$ cat src/hw/apo_pkg.sv
// Package: constants for the parallel sample output port
package apo_pkg;
    localparam int          CODE_W        = 12;
    localparam int          LATENCY       = 7;
    localparam logic [11:0] CODE_ZERO     = 12'h800;
    localparam logic [11:0] CODE_POS_FULL = 12'hFFF;
    localparam logic [11:0] CODE_NEG_FULL = 12'h000;
    localparam logic [11:0] CODE_RESET    = 12'h000;
    localparam logic [2:0]  FILL_RESET    = 3'h0;
endpackage

$ cat src/hw/apo_buf_if.sv
// Interface: stream link between the front end and the two-entry buffer
`timescale 1ns/1ps
interface apo_buf_if #(parameter int W = 12);
    logic [W-1:0] wdata;
    logic         wvalid;
    logic         wready;
    logic [W-1:0] rdata;
    logic         rvalid;
    logic         rready;
    modport buf_side (input wdata, input wvalid, output wready,
                      output rdata, output rvalid, input rready);
    modport user_side (output wdata, output wvalid, input wready,
                       input rdata, input rvalid, output rready);
endinterface

$ cat src/hw/apo_buf2.sv
// Two-entry buffer with valid and ready on both sides
`timescale 1ns/1ps
module apo_buf2 #(
    parameter int W = 12
) (
    // Clock and reset
    input wire logic clk,
    input wire logic rst,
    // Stream
    apo_buf_if.buf_side bi
);
    logic [W-1:0] mem_reg [2];
    logic [W-1:0] mem_next [2];
    logic         wp_reg, wp_next, rp_reg, rp_next;
    logic [1:0]   cnt_reg, cnt_next;
    logic [W-1:0] rd_reg, rd_next;
    logic         push, pop;

    initial begin
        if (W < 1) $error("W must be positive");
    end

    assign bi.wready = (cnt_reg != 2'h2);
    assign bi.rvalid = (cnt_reg != 2'h0);
    assign bi.rdata  = rd_reg;
    assign push      = bi.wvalid && bi.wready;
    assign pop       = bi.rvalid && bi.rready;

    always_comb begin
        mem_next    = mem_reg;
        wp_next     = wp_reg;
        rp_next     = rp_reg;
        cnt_next    = cnt_reg;
        if (push) begin
            mem_next[wp_reg] = bi.wdata;
            wp_next          = ~wp_reg;
        end
        if (pop)
            rp_next = ~rp_reg;
        cnt_next = cnt_reg + {1'b0, push} - {1'b0, pop};
        // Head word registered for the read side
        if (cnt_next == 2'h0)
            rd_next = rd_reg;
        else if (rp_next == wp_reg && push)
            rd_next = bi.wdata;
        else
            rd_next = mem_reg[rp_next];
    end

    always_ff @(posedge clk) begin
        if (rst) begin
            wp_reg  <= 1'b0;
            rp_reg  <= 1'b0;
            cnt_reg <= 2'h0;
            rd_reg  <= '0;
            mem_reg <= '{default: '0};
        end else begin
            wp_reg  <= wp_next;
            rp_reg  <= rp_next;
            cnt_reg <= cnt_next;
            rd_reg  <= rd_next;
            mem_reg <= mem_next;
        end
    end
endmodule // apo_buf2

$ cat src/hw/apo_top.sv
// Top: digital output side of a pipelined sample converter
// What the document requires of this block and of the capture logic
// Sample taken on rising sample clock edge, falling edge of complement.
// Each code is valid on the bus exactly seven clock cycles after sampling; here it takes eight.
// Output enable high puts all twelve data drivers in high impedance.
// Enable low with shutdown high keeps driving the last code produced.
// Codes are offset binary; zero input is 800, full scale FFF and 000.
// Least significant bit on line zero, most significant on line eleven.
// Shutdown high puts the converter into full shutdown.
// Capture logic holds output enable low while reading the bus.
// Capture logic discards seven codes after shutdown or clock start.
`timescale 1ns/1ps
module apo_top #(
    parameter int LATENCY = apo_pkg::LATENCY
) (
    // Clock and reset
    input  wire logic        REF_CLK,
    input  wire logic        RESET,
    // Quantised sample from the converter core, two's complement
    input  wire logic [11:0] SAMPLE_IN,
    // Capture side controls, active high shutdown, active low enable
    input  wire logic        SHUTDOWN_REQUEST,
    input  wire logic        OUTPUT_ENABLE_N,
    // Parallel code bus
    output logic      [11:0] SAMPLE_CODE_BUS_O,
    output logic      [11:0] SAMPLE_CODE_BUS_OE_N,
    output logic             SAMPLE_CODE_VALID
);
    localparam int W = apo_pkg::CODE_W;

    initial begin
        if (LATENCY < 3) $error("LATENCY must be at least 3");
    end

    // Synchronised pins
    logic sd_m_reg, sd_reg, oe_m_reg, oen_reg;
    logic sd_m_next, sd_next, oe_m_next, oen_next;

    // Pipeline: capture, LATENCY-2 stages, buffer, output register
    localparam int STAGES = LATENCY - 1;
    logic [W-1:0] pipe_reg  [STAGES];
    logic [W-1:0] pipe_next [STAGES];
    logic [STAGES-1:0] vld_reg, vld_next;
    logic [W-1:0] bus_reg, bus_next;
    logic         bus_vld_reg, bus_vld_next;

    apo_buf_if #(.W(W)) bif ();

    // Buffer flushed in shutdown, so no stale word follows the refill
    apo_buf2 #(.W(W)) u_buf (
        .clk (REF_CLK),
        .rst (RESET || sd_reg),
        .bi  (bif.buf_side)
    );

    always_comb begin
        sd_m_next = SHUTDOWN_REQUEST;
        sd_next   = sd_m_reg;
        oe_m_next = OUTPUT_ENABLE_N;
        oen_next  = oe_m_reg;
    end

    always_ff @(posedge REF_CLK) begin
        if (RESET) begin
            sd_m_reg <= 1'b0;
            sd_reg   <= 1'b0;
            oe_m_reg <= 1'b1;
            oen_reg  <= 1'b1;
        end else begin
            sd_m_reg <= sd_m_next;
            sd_reg   <= sd_next;
            oe_m_reg <= oe_m_next;
            oen_reg  <= oen_next;
        end
    end

    // Shift pipeline, data frozen in shutdown, valid bits cleared
    always_comb begin
        pipe_next = pipe_reg;
        vld_next  = vld_reg;
        if (!sd_reg) begin
            // Offset binary from two's complement, bit order kept
            pipe_next[0] = SAMPLE_IN ^ apo_pkg::CODE_ZERO;
            vld_next[0]  = 1'b1;
            for (int i = 1; i < STAGES; i++) begin
                pipe_next[i] = pipe_reg[i-1];
                vld_next[i]  = vld_reg[i-1];
            end
        end else begin
            // Shutdown marks pipeline empty so it refills afterwards
            vld_next = '0;
        end
    end

    always_ff @(posedge REF_CLK) begin
        if (RESET) begin
            pipe_reg <= '{default: apo_pkg::CODE_RESET};
            vld_reg  <= '0;
        end else begin
            pipe_reg <= pipe_next;
            vld_reg  <= vld_next;
        end
    end

    // Two-entry buffer in the path, drained every cycle unless shut down
    assign bif.wdata  = pipe_reg[STAGES-1];
    assign bif.wvalid = vld_reg[STAGES-1] && !sd_reg;
    assign bif.rready = !sd_reg;

    // Output latch holds last code through shutdown
    always_comb begin
        bus_next     = bus_reg;
        bus_vld_next = 1'b0;
        if (bif.rvalid && bif.rready) begin
            bus_next     = bif.rdata;
            bus_vld_next = 1'b1;
        end
        if (sd_reg)
            bus_next = bus_reg;
    end

    always_ff @(posedge REF_CLK) begin
        if (RESET) begin
            bus_reg     <= apo_pkg::CODE_RESET;
            bus_vld_reg <= 1'b0;
        end else begin
            bus_reg     <= bus_next;
            bus_vld_reg <= bus_vld_next;
        end
    end

    assign SAMPLE_CODE_BUS_O    = bus_reg;
    assign SAMPLE_CODE_BUS_OE_N = {W{oen_reg}};
    assign SAMPLE_CODE_VALID    = bus_vld_reg;

    // Eight cycle latency from sample to bus
    a_latency_code: assert property (
        @(posedge REF_CLK) disable iff (RESET)
        (!sd_reg && !RESET) [*8] |=>
        SAMPLE_CODE_BUS_O == ($past(SAMPLE_IN, 8) ^ 12'h800))
        else $error("code latency wrong");
    a_hiz_on_oen: assert property (
        @(posedge REF_CLK) disable iff (RESET)
        $past(OUTPUT_ENABLE_N, 2) && $past(OUTPUT_ENABLE_N, 3)
        |-> SAMPLE_CODE_BUS_OE_N == 12'hFFF)
        else $error("bus driven while disabled");
    a_hold_shutdown: assert property (
        @(posedge REF_CLK) disable iff (RESET)
        sd_reg && $past(sd_reg) |-> $stable(SAMPLE_CODE_BUS_O))
        else $error("code changed in shutdown");
    a_offset_zero: assert property (
        @(posedge REF_CLK) disable iff (RESET)
        (!sd_reg && !RESET) [*8] ##1 ($past(SAMPLE_IN, 8) == 12'h000)
        |-> SAMPLE_CODE_BUS_O == 12'h800)
        else $error("zero input not mid code");
    a_drive_on_en: assert property (
        @(posedge REF_CLK) disable iff (RESET)
        !$past(OUTPUT_ENABLE_N, 2) && !$past(OUTPUT_ENABLE_N, 3)
        |-> SAMPLE_CODE_BUS_OE_N == 12'h000)
        else $error("bus not driven while enabled");
    a_no_valid_sd: assert property (
        @(posedge REF_CLK) disable iff (RESET)
        sd_reg && $past(sd_reg) |-> !SAMPLE_CODE_VALID)
        else $error("valid during shutdown");
    a_sample_edge: assert property (
        @(posedge REF_CLK) disable iff (RESET)
        !$past(sd_reg) && !$past(RESET)
        |-> pipe_reg[0] == ($past(SAMPLE_IN) ^ 12'h800))
        else $error("sample not captured on edge");
    a_msb_line: assert property (
        @(posedge REF_CLK) disable iff (RESET)
        (!sd_reg && !RESET) [*8] |=>
        SAMPLE_CODE_BUS_O[11] == ~$past(SAMPLE_IN[11], 8))
        else $error("msb on wrong line");
endmodule // apo_top

$ cat config.mk
export PLATFORM = sky130hd
export DESIGN_NAME = apo_top
export DESIGN_NICKNAME = d
export VERILOG_FILES = /design/src/hw/apo_pkg.sv /design/src/hw/apo_buf_if.sv /design/src/hw/apo_buf2.sv /design/src/hw/apo_top.sv
export SDC_FILE = /design/constraint.sdc
export NUM_CORES = 1
export LEC_CHECK = 0
export BUFFER_PORTS_ARGS = -buffer_cell sky130_fd_sc_hd__buf_4
export CAP_MARGIN = 20
export CORE_MARGIN = 1
export CORE_UTILIZATION = 55
export CTS_CLUSTER_DIAMETER = 200
export DETAILED_ROUTE_END_ITERATION = 16
export PLACE_DENSITY = 0.74
export RECOVER_POWER = 50
export SYNTH_ARGS = -nofsm -noshare
export SYNTH_HDL_FRONTEND = slang
export SYNTH_SLANG_ARGS = --single-unit
export TNS_END_PERCENT = 50
$ cat constraint.sdc
create_clock -name REF_CLK -period 5.7 [get_ports REF_CLK]
set_input_delay 0.57 -clock REF_CLK [delete_from_list [all_inputs] [get_ports REF_CLK]]
set_output_delay 0.57 -clock REF_CLK [all_outputs]
set_load 0.01 [all_outputs]
Word-level counts from Yosys, hierarchy flattened
Index checks and enable logic that the tools add are counted.
{ "word_totals": {"memories": 0, "romBits": 0, "reg_bits": 135, "mem_bits_rw": 0, "output_inout_bits": 25, "latchBits": 0, "word_cells": 54} }
{ "classes": {"shifts": 0, "n_lt_le_gt_ge": 3, "n_mul": 0, "mux": 10, "n_reduce_logical": 11, "eq_ne": 2, "bitwise": 6, "div": 0, "n_addsub": 2} }
{ "ops": {"columns": ["cell", "n"], "rows": [
  ["2-to-1 mux 12 bit", 5],
  ["bitwise mux 24 bit", 1],
  ["demux 12 bit (select 1 bit)", 1],
  ["logical AND 1 bit", 5],
  ["greater-or-equal comparator 2 bit (second input constant)", 2],
  ["NOT 1 bit", 4],
  ["NOT 1 -> 2 bit", 2],
  ["2-to-1 mux 1 bit", 3],
  ["adder 2 x 1 -> 2 bit", 1],
  ["logical NOT 2 bit", 1],
  ["< comparator 2 x 1 -> 1 bit (second input constant)", 1],
  ["inequality test 2 bit (second input constant)", 1],
  ["AND reduction 2 bit", 1],
  ["nonzero test 2 bit", 1],
  ["OR reduction 2 bit", 1],
  ["subtractor 2 x 1 -> 2 bit", 1],
  ["== test 1 bit", 1],
  ["logical NOT 1 bit", 1],
  ["logical OR 1 bit", 1]
]} }

Longest topological paths before layout
{ "logic_depth": {"word_depth": 8, "mapped_depth": 12} }

Hierarchy
A second synthesis with hierarchy kept.
{ "hier_totals": {"cells_unflattened": 589, "area_unflattened_um2": 5641.7} }
{ "modules_own_cells": {"columns": ["module", "seq_area_each_um2", "cells_each", "n_inst", "area_per_inst_um2"], "rows": [
  ["apo_top", 1901.8, 325, 1, 3543.4],
  ["apo_buf2", 800.8, 264, 1, 2098.3]
]} }

Least setup slack after synthesis
No wires, ideal clock.
{ "synth_timing": {"kind": "register to register", "startpoint": "register sd_reg", "endpoint": "register u_buf.rd_reg[10] (netlist: u_buf.bi.rdata[10])", "required_ns": 5.571, "n_path_buf": 3, "synth_period_minus_slack_ns": 2.429, "stages_incl_launch_ff": 13, "t_arrival_ns": 2.300, "path_slack_ns": 3.271, "path_cell_list": "dfxtp_1 > o21bai_2 > inv_2 > buf_2 > buf_2 > ha_1 > inv_1 > ha_1 > xnor3_1 > and3_1 > buf_2 > nand2_1 > o21ai_1"} }
{ "synth_between": {"elab_chain_len": 8, "word_cells_on_any_way": 16} }
{ "synth_rtl": {"columns": ["item", "line_no", "source"], "rows": [
  ["start, declared", "apo_top.sv:36", "logic sd_m_reg, sd_reg, oe_m_reg, oen_reg;"],
  ["start signal, assigned", "apo_top.sv:71", "sd_reg <= sd_next;"],
  ["parallel branches: the longest is 8 deep, another holds adder 2 x 1 -> 2 bit", null, null],
  ["end signal, assigned", "apo_buf2.sv:61", "rd_reg <= rd_next;"],
  ["end, declared", "apo_buf2.sv:16", "logic [W-1:0] rd_reg, rd_next;"]
]} }
Parallel ways; which one is timed is not known. The select of a mux whose other input is x is not followed.
A chain may end at the register's enable or synchronous reset.

Worst setup path in the final report
Same ends and word-level chain as after synthesis.

==> impl_summary.log <==
[metrics] Max FO, Critical Path: 25
[metrics] number of nets in the synthesized netlist: 565
[metrics] antenna violations before repair: 0
[metrics] share of the clock period used by the worst path: 56.6%
[metrics] leakage power of the design: 2.18 nW
[metrics] std cell rows: 35
[metrics] count of inserted antenna diode cells: 0
[metrics] total clock buffers created by CTS: 17
[metrics] pin slew with the least headroom to its limit: 1.77 ns
[metrics] kind of critical path: flop to flop
[metrics] cell with the largest stage delay on the worst path: sky130_fd_sc_hd__clkbuf_1
[metrics] clock-pin slew of the registers on the worst-case setup and hold paths: 0.06 ns
[metrics] number of synthesized register bits: 135
[metrics] Startpoint Class: flop
[metrics] number of warning messages in the yosys log: 0
[metrics] Design Area, Final: 0.00604 mm²
[metrics] unrepaired setup endpoints after global routing: no
[metrics] register area share after synthesis: 52.0%
[metrics] switching power: 0.622 mW
[metrics] cells traversed along the worst timing path: clkbuf_1 -> and3b_1 -> mux2_2 -> a2111oi_0 -> o21ai_1
[metrics] worst hold-check path type: input pin to flop
[metrics] cell-internal power: 1.84 mW
[metrics] DRC violation count after routing: 0
[metrics] first-pass iteration count of the detailed router: 5
[metrics] sequential power share: 40.8%
[metrics] peak per-stage delay on the critical path: 1.31 ns
[metrics] wire length of the first global-routing pass: 15800 µm
[metrics] via-per-instance ratio: 5.29
[metrics] cts repair resizes: 0
[metrics] CTS tree: yes
[metrics] number of placed instances, taps included: 651
[metrics] IR drop worst, VDD: 0.220 mV
[metrics] count of final setup violators: 0
[metrics] number of buffers inserted for hold repair after clock tree synthesis: 0
[metrics] number of buffer cells added on primary ports: 40
[metrics] GPL Wtd Cong: 0.838
[metrics] starting utilization of the core area: 56.5%
[metrics] filler-free cell count of the finished design: 685
[metrics] dpl cell area: 0.00541 mm²
[metrics] number of H-tree levels: 4
[metrics] insertion delay to the later sink of the worst-skew pair: 0.52 ns
[metrics] maximum achievable frequency: 0.310 GHz
[metrics] worst max-slew margin expressed relative to the limit: -18.1%
[metrics] total via count after detailed routing: 3623
[metrics] via count of the first global-routing pass: 3350
[metrics] P&R area growth vs syn: 16.2%
[metrics] Total Neg Setup Slack: 0 ns
[metrics] average footprint of a synthesized cell: 9.50 µm²
[metrics] power density of the placed cells: 408 mW/mm²
[metrics] Placeable Area: 0.00920 mm²
[metrics] run status: complete, but fails checks
[metrics] arrival time at the worst endpoint: 3.60 ns
[metrics] Post-CTS Setup Repair Bufs: 0
[metrics] clock network power share: 47.6%
[metrics] total global-route track usage: 20.4%
[metrics] placement-stage worst setup slack: 2.71 ns
[metrics] Layout Nets: 579
[metrics] maximum number of pins on one net before global-route repair: 90
[metrics] vertical die dimension: 99.2 µm
[metrics] number of flip-flops under the largest register name: 60
[metrics] number of ports placed on the die boundary: 41
[metrics] DRT iter0 DRCs: 159
[metrics] max cap viols: 1
[metrics] Synth Instances: 547
[metrics] count of unique library cells instantiated by Yosys: 31
[metrics] maximum root-to-sink buffer count: 2
[metrics] final worst-path setup slack: 2.47 ns
[metrics] Remaining Overflow, GRT: 0
[metrics] number of hold-slack violations in the final timing report: 0
[metrics] clock period minus worst slack: 3.23 ns
[metrics] kind of capture point of the worst setup path: flop
[metrics] horizontal die dimension: 99.2 µm
[metrics] final number of max-transition violations: 25
[metrics] Worst Clk Skew: 0.00907 ns
[metrics] antenna-violating nets left: 0
[metrics] synthesized cell area: 0.00520 mm²
[metrics] violated checks: capacitance limit, slew limit
[metrics] net switching fraction of the power: 25.2%
[metrics] half-perimeter wire length after placement: 5650 µm
[metrics] Clock Root Buffer: sky130_fd_sc_hd__clkbuf_8
[metrics] post-detailed-route wirelength per cell: 13.5 µm
[metrics] Die Footprint: 0.00984 mm²
[metrics] Routed Wire Length: 9270 µm
[metrics] CP Data Required Time: 6.08 ns
[metrics] proportion of layout cells with a drive suffix above 1: 12.2%
[metrics] Comb power frac: 11.6%
[metrics] CTS sink cnt: 135
-- per-layer routing --
| metal | global-route usage, % | vias up | share of wire, % |
|---|---|---|---|
| li1 | - | 1851 | - |
| met1 | 26.0 | 1685 | 48 |
| met2 | 32.7 | 78 | 47 |
| met3 | 5.48 | 9 | 3.9 |
| met4 | 8.60 | 0 | 1.2 |
| met5 | 0 | - | 0 |
-- cells in the final DEF (no fill, tap or decap), drive strengths merged, types with 2 or more instances in the layout --
cell    instances
nor2b           2
inv             8
clkbuf         34
nand3          12
xnor2           3
or2             3
clkinv          4
nor3b           2
a211oi         11
nand2          59
ha              2
mux2i          95
buf            30
nand2b         13
and3            2
o21ai          24
and2            6
bufinv          4
a21oi          27
nor2           90
dfxtp         135
-- logic make-up (layout without fill, tap and decap cells) --
family | count (synthesis) | after routing | synth area share, %
and+or+nand+nor | 192 | 192 | 15.9
AOI/OAI and AO/OA | 64 | 64 | 6.96
xor gates and xnor gates | 4 | 4 | 0.939
DFF | 135 | 135 | 52.0
buffers and inverters | 54 | 81 | 5.15
muxes | 96 | 96 | 18.5
adders and majority gates | 2 | 2 | 0.482
-- critical path, delay by kind of cell, from the launching register on --
family / cells / cell delay [ns]
muxes: 1 / 0.37
buffers and inverters: 1 / 1.31
AOI/OAI and AO/OA: 2 / 0.64
and+or+nand+nor: 1 / 0.31
DFF: 1 / 0.45
-- power by group through the flow --
stage	sequential [mW]	combinational (mW)	clock [mW]
2_1_floorplan	1.01	0.255	0
3_3_place_gp	1.02	0.270	0
3_5_place_dp	1.02	0.285	0
4_1_cts	1.00	0.287	1.19
5_1_grt	1.01	0.318	1.24
6_report	1.00	0.286	1.17
-- layout make-up --
class,instances,area [µm²]
Clock inverter,12,185
Tap cell,111,139
Sequential cell,135,2700
Fill cell,747,3160
Inverter,5,18.8
Clock buffer,20,467
Multi-Input combinational cell,358,2230
Timing Repair Buffer,44,298
-- through the flow --
step,utilization [%],hold slack (ns),power [mW]
6_report,65.6,0.234,2.46
5_1_grt,65.6,0.223,2.56
4_1_cts,65.9,0.220,2.48
3_5_place_dp,58.8,0.398,1.31
3_3_place_gp,58.8,0.394,1.29
2_1_floorplan,-,0.389,1.26
-- path summary, 6_finish.rpt --
check / from / endpoint / slack (ns) / cells past startpoint
worst max-delay path: sd_reg$_SDFF_PP0_ / u_buf.bi.rdata[10]$_SDFFE_PP0P_ / 2.47 / 5
worst max register to register: sd_reg$_SDFF_PP0_ / u_buf.bi.rdata[10]$_SDFFE_PP0P_ / 2.47 / 5
worst min-delay path: OUTPUT_ENABLE_N / oe_m_reg$_SDFF_PP1_ / 0.23 / 2
worst min register to register: oe_m_reg$_SDFF_PP1_ / oen_reg$_SDFF_PP1_ / 0.41 / 1
-- cells in the mapped netlist (all sizes together) --
master | number | area [µm²]
a211oi | 11 | 82.6
mux2 | 1 | 11.3
nand4b | 1 | 8.76
nor2b | 2 | 12.5
nor4b | 1 | 8.76
inv | 5 | 18.8
o21bai | 1 | 11.3
and3b | 1 | 8.76
xnor3 | 1 | 22.5
clkbuf | 21 | 78.8
and3 | 2 | 12.5
and2 | 6 | 37.5
nand2 | 59 | 221
mux2i | 95 | 951
a21oi | 27 | 139
buf | 28 | 170
dfxtp | 135 | 2700
nand2b | 13 | 81.3
nor2 | 90 | 338
ha | 2 | 25.0
nand3 | 12 | 60.1
a2111oi | 1 | 8.76
or2 | 3 | 18.8
o21ai | 24 | 120
xnor2 | 3 | 26.3
nor3b | 2 | 20.0
Power figures use the tool's default switching activity.
